<file path="src/pkg/abs_rx_pkg.sv">
// Constants, types and state layout of the absolute encoder data receiver
// Notes on behaviour
// - Input is incremental pulses or absolute data
// - Request output starts the amplifier's transfer
// - Count serial once, then initial pulses
// - Afterwards track position by quadrature counting
// - 9600 baud, start, 7 data, even parity, stop
// - First frame character is header P
// - Short frame: header, sign, 5 digits, CR
// - Long frame adds dot and 6 digits
// - Rotation count limited to plus/minus 65535
// - Frame format follows configured amplifier type
// - Linear direction selectable, matches amplifier setting
// - Motion may start without origin search
// - Circular mode uses initial pulses only
package abs_rx_pkg;

  // ----------------------------------------------------------------
  // Timing
  // ----------------------------------------------------------------
  localparam int CLK_HZ      = 100_000_000;
  localparam int BAUD_BPS    = 9_600;
  localparam int BIT_CYCLES  = CLK_HZ / BAUD_BPS;
  localparam int TIMER_W     = 14;

  // ----------------------------------------------------------------
  // Character codes and frame positions
  // ----------------------------------------------------------------
  localparam logic [6:0] CHAR_HEADER = 7'h50;
  localparam logic [6:0] CHAR_PLUS   = 7'h2B;
  localparam logic [6:0] CHAR_MINUS  = 7'h2D;
  localparam logic [6:0] CHAR_DOT    = 7'h2E;
  localparam logic [6:0] CHAR_CR     = 7'h0D;
  localparam logic [6:0] CHAR_ZERO   = 7'h30;
  localparam logic [6:0] CHAR_NINE   = 7'h39;
  localparam logic [3:0] IDX_HEADER  = 4'h0;
  localparam logic [3:0] IDX_SIGN    = 4'h1;
  localparam logic [3:0] IDX_ROT_LO  = 4'h2;
  localparam logic [3:0] IDX_ROT_HI  = 4'h6;
  localparam logic [3:0] IDX_SHORT_CR = 4'h7;
  localparam logic [3:0] IDX_DOT     = 4'h7;
  localparam logic [3:0] IDX_INIT_LO = 4'h8;
  localparam logic [3:0] IDX_INIT_HI = 4'hD;
  localparam logic [3:0] IDX_LONG_CR = 4'hE;
  localparam logic [16:0] ROT_MAX    = 17'h0FFFF;
  localparam logic [3:0] BIT_START   = 4'h0;
  localparam logic [3:0] BIT_PARITY  = 4'h8;
  localparam logic [3:0] BIT_STOP    = 4'h9;

  // ----------------------------------------------------------------
  // Types
  // ----------------------------------------------------------------
  typedef enum logic [3:0] {
    ST_IDLE  = 4'b0001,
    ST_RECV  = 4'b0010,
    ST_LOAD  = 4'b0100,
    ST_COUNT = 4'b1000
  } state_t;

  typedef struct packed {
    logic        absolute;
    logic        long_frame;
    logic        circular;
    logic        ccw_positive;
    logic [15:0] pulses_per_rev;
    logic [31:0] circular_max;
  } cfg_t;

  typedef struct packed {
    state_t      fsm;
    logic        a_s1;
    logic        a_s2;
    logic        a_prev;
    logic        b_s1;
    logic        b_s2;
    logic        b_prev;
    logic        rx_busy;
    logic [TIMER_W-1:0] rx_timer;
    logic [3:0]  rx_bit;
    logic [7:0]  rx_shift;
    logic [3:0]  char_idx;
    logic        neg;
    logic [16:0] rot;
    logic [19:0] init;
    logic [31:0] pv;
    logic        request;
    logic        ready;
    logic        err;
  } core_t;

endpackage : abs_rx_pkg

</file>
<file path="src/abs_encoder_rx.sv">
// Absolute encoder data receiver with quadrature position counter
`timescale 1ns/1ns
module abs_encoder_rx #(
  parameter int BIT_CYCLES = abs_rx_pkg::BIT_CYCLES
)
(
  input  wire logic             clk_in,        // 100 MHz clock
  input  wire logic             sys_rst_in,    // Async reset, active high
  input  wire abs_rx_pkg::cfg_t config_in,     // Static counter configuration
  input  wire logic             start_in,      // One-cycle start of operation
  input  wire logic             phase_a_in,    // Encoder phase A pin
  input  wire logic             phase_b_in,    // Encoder phase B pin
  output logic                  absolute_data_request_out, // Request to amplifier
  output logic                  receiving_out, // Frame reception in progress
  output logic                  counting_out,  // Quadrature counting active
  output logic                  position_valid_out, // Absolute position known
  output logic                  frame_error_out,    // Sticky frame fault
  output logic [31:0]           present_value_out   // Signed present value
);

  // ----------------------------------------------------------------
  // Derived timing
  // ----------------------------------------------------------------
  localparam logic [abs_rx_pkg::TIMER_W-1:0] BIT_LAST =
    abs_rx_pkg::TIMER_W'(BIT_CYCLES - 1);
  localparam logic [abs_rx_pkg::TIMER_W-1:0] HALF_LAST =
    abs_rx_pkg::TIMER_W'(BIT_CYCLES / 2 - 1);

  abs_rx_pkg::core_t st_reg;
  abs_rx_pkg::core_t st_next;

  logic        moved;
  logic        step_up;
  logic [6:0]  ch;
  logic        parity_ok;
  logic        is_digit;
  logic [3:0]  digit;
  logic        char_bad;
  logic        frame_end;
  logic [32:0] product;
  logic [31:0] magnitude;
  logic [31:0] preload;
  logic [3:0]  cr_idx;

  // ----------------------------------------------------------------
  // Quadrature decode on synchronised phases
  // ----------------------------------------------------------------
  always_comb
  begin
    moved   = (st_reg.a_s2 ^ st_reg.a_prev) ^ (st_reg.b_s2 ^ st_reg.b_prev);
    step_up = (st_reg.a_s2 ^ st_reg.b_prev) ^ config_in.ccw_positive;
  end

  // ----------------------------------------------------------------
  // Character classification
  // ----------------------------------------------------------------
  always_comb
  begin
    ch        = st_reg.rx_shift[6:0];
    parity_ok = ~(^st_reg.rx_shift);
    is_digit  = (ch >= abs_rx_pkg::CHAR_ZERO) && (ch <= abs_rx_pkg::CHAR_NINE);
    digit     = 4'(ch - abs_rx_pkg::CHAR_ZERO);
    cr_idx    = config_in.long_frame ? abs_rx_pkg::IDX_LONG_CR
                                     : abs_rx_pkg::IDX_SHORT_CR;
    frame_end = (st_reg.char_idx == cr_idx) && (ch == abs_rx_pkg::CHAR_CR);
    char_bad  = 1'b0;
    if ((st_reg.char_idx == abs_rx_pkg::IDX_SIGN)
        && (ch != abs_rx_pkg::CHAR_PLUS) && (ch != abs_rx_pkg::CHAR_MINUS))
    begin
      char_bad = 1'b1;
    end
    else if ((st_reg.char_idx >= abs_rx_pkg::IDX_ROT_LO)
             && (st_reg.char_idx <= abs_rx_pkg::IDX_ROT_HI) && !is_digit)
    begin
      char_bad = 1'b1;
    end
    else if (config_in.long_frame && (st_reg.char_idx == abs_rx_pkg::IDX_DOT)
             && (ch != abs_rx_pkg::CHAR_DOT))
    begin
      char_bad = 1'b1;
    end
    else if (config_in.long_frame && (st_reg.char_idx >= abs_rx_pkg::IDX_INIT_LO)
             && (st_reg.char_idx <= abs_rx_pkg::IDX_INIT_HI) && !is_digit)
    begin
      char_bad = 1'b1;
    end
    else if ((st_reg.char_idx == cr_idx) && (ch != abs_rx_pkg::CHAR_CR))
    begin
      char_bad = 1'b1;
    end
  end

  // ----------------------------------------------------------------
  // Binary present value from the decoded frame
  // ----------------------------------------------------------------
  always_comb
  begin
    product   = 33'(st_reg.rot * config_in.pulses_per_rev);
    magnitude = product[31:0];
    if (config_in.circular)
    begin
      preload = 32'(st_reg.init);
    end
    else if (st_reg.neg)
    begin
      preload = 32'(st_reg.init) - magnitude;
    end
    else
    begin
      preload = 32'(st_reg.init) + magnitude;
    end
  end

  // ----------------------------------------------------------------
  // Next state
  // ----------------------------------------------------------------
  always_comb
  begin
    st_next        = st_reg;
    st_next.a_s1   = phase_a_in;
    st_next.a_s2   = st_reg.a_s1;
    st_next.a_prev = st_reg.a_s2;
    st_next.b_s1   = phase_b_in;
    st_next.b_s2   = st_reg.b_s1;
    st_next.b_prev = st_reg.b_s2;

    case (st_reg.fsm)
      abs_rx_pkg::ST_IDLE:
      begin
        if (start_in)
        begin
          st_next.err   = 1'b0;
          st_next.ready = 1'b0;
          st_next.pv    = '0;
          if (config_in.absolute)
          begin
            st_next.fsm      = abs_rx_pkg::ST_RECV;
            st_next.request  = 1'b1;
            st_next.rx_busy  = 1'b0;
            st_next.char_idx = abs_rx_pkg::IDX_HEADER;
          end
          else
          begin
            st_next.fsm = abs_rx_pkg::ST_COUNT;
          end
        end
      end

      abs_rx_pkg::ST_RECV:
      begin
        // Serial data arrives on phase A only; B is ignored meanwhile
        if (!st_reg.rx_busy)
        begin
          if (!st_reg.a_s2)
          begin
            st_next.rx_busy  = 1'b1;
            st_next.rx_timer = '0;
            st_next.rx_bit   = abs_rx_pkg::BIT_START;
          end
        end
        else if (st_reg.rx_bit == abs_rx_pkg::BIT_START)
        begin
          if (st_reg.rx_timer == HALF_LAST)
          begin
            st_next.rx_timer = '0;
            if (st_reg.a_s2)
            begin
              st_next.rx_busy = 1'b0; // Glitch, not a start bit
            end
            else
            begin
              st_next.rx_bit = st_reg.rx_bit + 4'h1;
            end
          end
          else
          begin
            st_next.rx_timer = st_reg.rx_timer + 1'b1;
          end
        end
        else if (st_reg.rx_timer != BIT_LAST)
        begin
          st_next.rx_timer = st_reg.rx_timer + 1'b1;
        end
        else if (st_reg.rx_bit <= abs_rx_pkg::BIT_PARITY)
        begin
          st_next.rx_timer = '0;
          st_next.rx_shift = {st_reg.a_s2, st_reg.rx_shift[7:1]};
          st_next.rx_bit   = st_reg.rx_bit + 4'h1;
        end
        else
        begin
          // Stop bit sampled: character complete
          st_next.rx_busy = 1'b0;
          if (st_reg.char_idx == abs_rx_pkg::IDX_HEADER)
          begin
            // Anything but the header is skipped while hunting for a frame
            if (st_reg.a_s2 && parity_ok && (ch == abs_rx_pkg::CHAR_HEADER))
            begin
              st_next.char_idx = st_reg.char_idx + 4'h1;
              st_next.rot      = '0;
              st_next.init     = '0;
              st_next.neg      = 1'b0;
            end
          end
          else if (!st_reg.a_s2 || !parity_ok || char_bad)
          begin
            st_next.err      = 1'b1;
            st_next.char_idx = abs_rx_pkg::IDX_HEADER;
          end
          else if (frame_end)
          begin
            if (st_reg.rot > abs_rx_pkg::ROT_MAX)
            begin
              st_next.err      = 1'b1;
              st_next.char_idx = abs_rx_pkg::IDX_HEADER;
            end
            else
            begin
              st_next.fsm     = abs_rx_pkg::ST_LOAD;
              st_next.request = 1'b0;
            end
          end
          else
          begin
            st_next.char_idx = st_reg.char_idx + 4'h1;
            if (st_reg.char_idx == abs_rx_pkg::IDX_SIGN)
            begin
              st_next.neg = (ch == abs_rx_pkg::CHAR_MINUS);
            end
            else if (st_reg.char_idx <= abs_rx_pkg::IDX_ROT_HI)
            begin
              st_next.rot = 17'(st_reg.rot * 17'h0000A + 17'(digit));
            end
            else if (st_reg.char_idx >= abs_rx_pkg::IDX_INIT_LO)
            begin
              st_next.init = 20'(st_reg.init * 20'h0000A + 20'(digit));
            end
          end
        end
      end

      abs_rx_pkg::ST_LOAD:
      begin
        st_next.pv    = preload;
        st_next.ready = 1'b1;
        st_next.fsm   = abs_rx_pkg::ST_COUNT;
      end

      abs_rx_pkg::ST_COUNT:
      begin
        // Short frames leave the initial pulses to arrive here as A/B edges
        if (moved)
        begin
          if (step_up)
          begin
            if (config_in.circular && (st_reg.pv >= config_in.circular_max))
            begin
              st_next.pv = '0;
            end
            else
            begin
              st_next.pv = st_reg.pv + 32'h00000001;
            end
          end
          else if (config_in.circular && (st_reg.pv == 32'h00000000))
          begin
            st_next.pv = config_in.circular_max;
          end
          else
          begin
            st_next.pv = st_reg.pv - 32'h00000001;
          end
        end
        if (start_in)
        begin
          st_next.fsm = abs_rx_pkg::ST_IDLE;
        end
      end

      default:
      begin
        st_next.fsm = abs_rx_pkg::ST_IDLE;
      end
    endcase
  end

  // ----------------------------------------------------------------
  // State register
  // ----------------------------------------------------------------
  always_ff @(posedge clk_in or posedge sys_rst_in)
  begin
    if (sys_rst_in)
    begin
      st_reg          <= '0;
      st_reg.fsm      <= abs_rx_pkg::ST_IDLE;
      st_reg.a_s1     <= 1'b1;
      st_reg.a_s2     <= 1'b1;
      st_reg.a_prev   <= 1'b1;
    end
    else
    begin
      st_reg <= st_next;
    end
  end

  // ----------------------------------------------------------------
  // Outputs, all taken from the state register
  // ----------------------------------------------------------------
  always_comb
  begin
    absolute_data_request_out = st_reg.request;
    receiving_out             = st_reg.fsm[1];
    counting_out              = st_reg.fsm[3];
    position_valid_out        = st_reg.ready;
    frame_error_out           = st_reg.err;
    present_value_out         = st_reg.pv;
  end

endmodule : abs_encoder_rx

</file>
<file path="config.mk">
export PLATFORM = sky130hd
export DESIGN_NAME = abs_encoder_rx
export DESIGN_NICKNAME = d
export VERILOG_FILES = /design/src/pkg/abs_rx_pkg.sv /design/src/abs_encoder_rx.sv
export SDC_FILE = /design/constraint.sdc
export NUM_CORES = 1
export LEC_CHECK = 0
export BUFFER_PORTS_ARGS = -buffer_cell sky130_fd_sc_hd__clkbuf_2
export CORE_ASPECT_RATIO = 0.5
export CORE_MARGIN = 1.5
export CORE_UTILIZATION = 40
export DETAILED_ROUTE_END_ITERATION = 8
export GPL_ROUTABILITY_DRIVEN = 0
export PLACE_DENSITY = 0.59
export SYNTH_ARGS = -nofsm -noshare
export SYNTH_HDL_FRONTEND = slang
export SYNTH_SLANG_ARGS = --single-unit
</file>
<file path="constraint.sdc">
create_clock -name clk_in -period 22.6 [get_ports clk_in]
set_clock_uncertainty 0.2 [all_clocks]
set_input_delay 1.13 -clock clk_in [delete_from_list [all_inputs] [get_ports clk_in]]
set_output_delay 1.13 -clock clk_in [all_outputs]
set_load 0.1 [all_outputs]
</file>
# --- Word-level counts from Yosys, hierarchy flattened ---
# Index checks and enable logic that the tools add are counted.
totals:
  rom_bits: 0
  latchBits: 0
  memories: 0
  wordCells: 216
  regBits: 114
  ramBits: 0
  input_bits: 57
op_classes:
  order_cmp: 9
  mux: 80
  shifts: 0
  n_bitwise: 9
  reduce_logical: 43
  add_sub_neg: 10
  eq_ne: 43
  n_mul: 3
  div_mod_pow: 0
ops:
  columns: ["operator", "count"]
  rows:
  - ["$mux W42", 5]
  - ["$mux W32", 6]
  - ["$pmux W32 S3", 1]
  - ["$mux W38", 2]
  - ["$mux W4", 19]
  - ["$mux W19", 3]
  - ["$mux W54", 1]
  - ["$mux W20", 2]
  - ["$mux W37", 1]
  - ["$mux W35", 1]
  - ["$add A20 B32 Y32", 1]
  - ["$add A32 B1 Y32 const B", 1]
  - ["$ge A32 B32 Y1", 1]
  - ["$logic_not A32 Y1", 1]
  - ["$mul A17 B16 Y32", 1]
  - ["$sub A20 B32 Y32", 1]
  - ["$sub A32 B1 Y32 const B", 1]
  - ["$mux W1", 29]
  - ["$mux W14", 2]
  - ["$ne A2 B2 Y1 const B", 14]
  - ["$reduce_and A9 Y1", 3]
  - ["$mux W26", 1]
  - ["$reduce_and A11 Y1", 2]
  - ["$ne A7 B6 Y1 const B", 3]
  - ["other kinds (49)", 95]

# --- Longest topological paths before layout ---
depth:
  word_depth: 16
  ltp_mapped: 35

# --- Worst setup path after synthesis ---
# No wires, ideal clock.
synth_timing:
  kind: "input to register"
  from: "input port config_in[35] (netlist bit)"
  to: "register st_reg, in the netlist present_value_out[28]"
  t_arrival_ns: 8.818
  path_stages: 30
  slack_ns: 13.444
  t_required_ns: 22.262
  cell_sequence: "clkbuf_1 nand2_1 fa_1 fa_1 fa_1 inv_1 fa_1 fa_1 inv_1 fa_1 inv_1 ha_1 clkbuf_1 a21oi_1 o21ai_0 or2_2 o221ai_1 o2111ai_1 nor3_1 nor2_1 xor2_1 ha_1 nand4_1 o21ai_0 a31oi_1 o21a_1 nor3_1 and4bb_1 xor2_1 o221ai_1"
synth_between:
  elab_chain_len: 5
  elab_cells_between_ends: 6
synth_rtl:
  columns: ["element", "line", "source"]
  rows:
  - ["from (decl)", "abs_encoder_rx.sv:9", "input wire abs_rx_pkg::cfg_t config_in,"]
  - ["$mul A17 B16 Y32 (*)", "abs_encoder_rx.sv:98", "product = 33'(st_reg.rot * config_in.pulses_per_rev);"]
  - ["$add A20 B32 Y32 or $sub A20 B32 Y32 (tied branches)", "abs_encoder_rx.sv:110, abs_encoder_rx.sv:106", null]
  - ["$mux W32 (*)", "abs_encoder_rx.sv:104", "else if (st_reg.neg)"]
  - ["$mux W32 (*)", "abs_encoder_rx.sv:100", "if (config_in.circular)"]
  - ["$pmux W32 S3 (*)", "abs_encoder_rx.sv:127", "case (st_reg.fsm)"]
  - ["to (signal assigned)", "abs_encoder_rx.sv:302", "st_reg <= st_next;"]
  - ["to (decl)", "abs_encoder_rx.sv:29", "abs_rx_pkg::core_t st_reg;"]
# Mark *: on every way between the ends. The rest lies on a longest branch, timed or not.
# A chain may end at the register's enable or synchronous reset.

# --- Final worst setup path ---
layout_timing:
  from: "input port config_in[37] (netlist bit)"
  to: "register st_reg, in the netlist present_value_out[28]"
# The elaborated chain is that of the path after synthesis.

==> results.md <==
- Top post-synthesis cells by count: sky130_fd_sc_hd__inv_1 (366), sky130_fd_sc_hd__nand2_1 (306), sky130_fd_sc_hd__ha_1 (237)
- Dominant synthesized flop cell: sky130_fd_sc_hd__dfrtp_1
- Launch instance of the worst min-delay path: st_next[108]$_DFF_PP1_
- I/O pin count: 94
- Setup fix buffers added after clock tree synthesis: 0
- Synth unique cells: 82
- Post-synthesis instance area: 21900 µm²
- Max-slew violations: 0
- Setup TNS: 0 ns
- Yosys Warn Count: 0
- CP bufs+invs: 5
- Clock period minus final worst setup slack: 9.51 ns
- Max reg flops: 66
- Post-Route WL: 58300 µm
- Die footprint: 56300 µm²
- Number of fill cells: 5396
- Sequential Power Share: 0.290
- Total area of sequential cells: 2860 µm²
- CTS tree: built
- Vias in the first global route: 17.6k
- Initial antenna violation count: 0
- Number of enable-type register cells in the synthesized netlist: 0
- Slew margin rel.: 0.289
- Power share of the clock group: 0.262
- Die Width: 334 µm
- Global-route wire length before repair: 94900 µm
- Detailed placement HPWL: 45600 µm
- Period utilisation layout: 0.421
- Worst-case clock buffer depth: 2
- Setup repair after global routing missed its margin: no
- Pin count of the biggest net entering global routing: 59
- DR vias: 18.4k
- Internal power: 0.000535 W
- Max frequency: 105 MHz
- Avg Vias per Cell: 5.40
- Grt met3 use: 0.0315
- Starting utilization of the core area: 0.407
- Depth of the critical timing path with buffers and inverters included: 30
- # Max-Cap Violations: 0
- Critical setup path kind: in -> reg
- Launch point of the worst reg-to-reg path: st_reg[61]$_DFFE_PP0P_
- Clock buffer count from CTS: 17
- DIE HEIGHT: 169 µm
- Max rail drop VDD: 0.0532 mV
- Clock transition at the registers of the reported paths: 0.06 ns
- Startpoint class of the critical path: input pin
- CP max-delay cell: sky130_fd_sc_hd__fa_1
- Total area of multi-input combinational cells: 17000 µm²
- Sequential cell area fraction in the yosys report: 0.130
- Core footprint: 53900 µm²
- Pre-antenna DRT Iters: 5
- Number of setup violations in the final report: 0
- Worst Max-Slew Pin Slew: 1.06 ns
- Leading cell types by total area after synthesis: sky130_fd_sc_hd__fa_1 (19%), sky130_fd_sc_hd__ha_1 (14%), sky130_fd_sc_hd__dfrtp_1 (13%)
- Routed wirelength normalized by instance count: 17.1 µm
- Overflow left after global routing: 0
- Data required time of the worst path: 22.71 ns
- Global-route total usage across every layer: 0.209
- DRC: 0
- Cell type with the highest aggregate area in the netlist: sky130_fd_sc_hd__fa_1
- Worst Hold Slack: 0.164 ns
- Sw Pwr: 0.000550 W
- Part of the total power dissipated in combinational logic: 0.448
- Met1 Usage GRT: 0.309
- Layer with the highest usage: met2
- Data arrival at the endpoint of the critical path: 9.61 ns
- Fraction of synthesis flops using an asynchronous set or reset pin: 1.00
- Portion of synthesized cell area occupied by the leading cell type: 0.194
- Area added between synthesis and finish: 6.44%
- Power density of the placed cells: 46.5 nW/µm²
- Final antenna-violating net count: 0
- Number of cells traversed by the worst hold path: 0
- Worst r2r path cells: 29
- Cell family with the largest share of critical-path delay: adder cells
- Maximum net fanout on the critical path: 17
- Number of standard-cell rows in the floorplan: 60
- Number of hold violations in the final report: 0
- Leakage power figure: 11.3 nW
- Critical Path End Type: flop
- Maximum single-stage delay on the critical path: 0.54 ns
- Number of nets in the final layout: 3188
- Path class of the lowest-slack min-delay path: reg -> reg
- Ratio of cells with drive above 1 in the final layout: 0.0705
- Grt met2 use: 0.325
- Sw frac: 0.507
- Synth Register Bits: 114
- Count of clock tree sinks: 114
- CTS H-tree depth: 4
- Net count of the mapped netlist: 3217
- Start point of the critical path: config_in[37]
- Insertion delay of the later-clocked pin in the worst-skew pair: 0.44 ns
- Initial DRC Count: 1067
- Hold buffer count at cts: 0
- Dominant cell by count in the synthesized netlist: sky130_fd_sc_hd__inv_1
- Post-cts sizing count: 0
- Clock Tree Root: sky130_fd_sc_hd__clkbuf_16
- Post-Syn Instances: 2711
- Result of the run: finished, final reports clean
- Number of input and output port buffers inserted: 93
- Syn_area_per_cell: 8.08 µm²
- Cell with the most instances on the worst path: sky130_fd_sc_hd__fa_1
layout by cell type, fill, tap and decap left out, types with 19 or more instances in the layout:
| master | synthesis | routed |
|---|---|---|
| sky130_fd_sc_hd__nand3_1 | 53 | 53 |
| sky130_fd_sc_hd__nor3_1 | 50 | 48 |
| sky130_fd_sc_hd__nand2_1 | 306 | 306 |
| sky130_fd_sc_hd__dfrtp_1 | 110 | 110 |
| sky130_fd_sc_hd__nor2_1 | 162 | 161 |
| sky130_fd_sc_hd__or3_1 | 24 | 24 |
| sky130_fd_sc_hd__and2_1 | 142 | 142 |
| sky130_fd_sc_hd__o31ai_1 | 22 | 22 |
| sky130_fd_sc_hd__a21o_1 | 44 | 44 |
| sky130_fd_sc_hd__xor2_1 | 76 | 75 |
| sky130_fd_sc_hd__ha_1 | 237 | 237 |
| sky130_fd_sc_hd__nand4_1 | 25 | 25 |
| sky130_fd_sc_hd__o21ai_0 | 127 | 126 |
| sky130_fd_sc_hd__nand2b_1 | 22 | 22 |
| sky130_fd_sc_hd__a21oi_1 | 104 | 103 |
| sky130_fd_sc_hd__o21a_1 | 22 | 22 |
| sky130_fd_sc_hd__a31oi_1 | 19 | 19 |
| sky130_fd_sc_hd__a211oi_1 | 24 | 24 |
| sky130_fd_sc_hd__clkbuf_2 | 0 | 93 |
| sky130_fd_sc_hd__and3_1 | 25 | 25 |
| sky130_fd_sc_hd__inv_1 | 366 | 365 |
| sky130_fd_sc_hd__fa_1 | 212 | 212 |
| sky130_fd_sc_hd__xnor2_1 | 108 | 108 |
kinds of logic (layout without fill, tap and decap cells):
logic type | Yosys count | in the layout | share of synthesized area
flops | 114 | 114 | 0.130
fa+ha+maj | 450 | 450 | 0.329
mux | 16 | 16 | 0.00782
other cells | 0 | 1 | 0
xor+xnor | 185 | 185 | 0.0746
compound gates | 513 | 513 | 0.156
simple gates | 909 | 909 | 0.206
buf+inv | 524 | 508 | 0.0953
per-stage QoR:
step	util	instance area [µm²]	instances	setup slack [ns]	total power, W
2_1_floorplan	-	21900	2711	13.44	0.000735
3_3_place_gp	0.422	22700	3376	12.80	0.000794
3_5_place_dp	0.422	22700	3376	12.65	0.000800
4_1_cts	0.433	23300	3408	13.10	0.00109
5_1_grt	0.433	23300	3408	12.45	0.00114
6_report	0.433	23300	3409	13.09	0.00108
power by group through the flow:
stage | clock network, W | logic (W) | registers, W
6_report | 0.000284 | 0.000486 | 0.000315
3_5_place_dp | 0 | 0.000483 | 0.000316
5_1_grt | 0.000297 | 0.000520 | 0.000323
4_1_cts | 0.000289 | 0.000485 | 0.000313
2_1_floorplan | 0 | 0.000465 | 0.000270
3_3_place_gp | 0 | 0.000478 | 0.000315
area by class of cell:
type                    count  area share
multi-input cells        2073       0.729
flip-flops and latches    114       0.123
inverters                 366      0.0590
well taps                 713      0.0382
repair buffers            110      0.0254
clock buffers              18      0.0184
clock inverters            14     0.00724
diodes                      1    0.000107
per-layer routing:
metal | vias to the layer above | share of wire | wire length [µm]
met3 | 48 | 0.053 | 3110
li1 | 8990 | - | -
met2 | 438 | 0.43 | 25400
met1 | 8931 | 0.50 | 29300
met4 | 0 | 0.011 | 615
met5 | - | 0 | 0
worst register-to-register path, delay by kind of cell (launching register included):
family	cells	cell delay, ns
simple gates	7	2.12
fa+ha+maj	8	3.80
flops	1	0.74
compound gates	8	1.93
buf+inv	4	0.19
xor+xnor	2	0.30
worst paths after layout:
| check | to | slack [ns] |
|---|---|---|
| worst min register to register | st_next[107]$_DFF_PP1_ | 0.16 |
| min in group asynchronous | st_reg[64]$_DFFE_PP0P_ | 0.61 |
| worst min-delay path | st_next[107]$_DFF_PP1_ | 0.16 |
| worst max register to register | present_value_out[28]$_DFFE_PP0P_ | 13.18 |
| max in group asynchronous | present_value_out[16]$_DFFE_PP0P_ | 20.26 |
| worst max-delay path | present_value_out[28]$_DFFE_PP0P_ | 13.09 |
No activity file was read; power rests on OpenSTA's default activity.
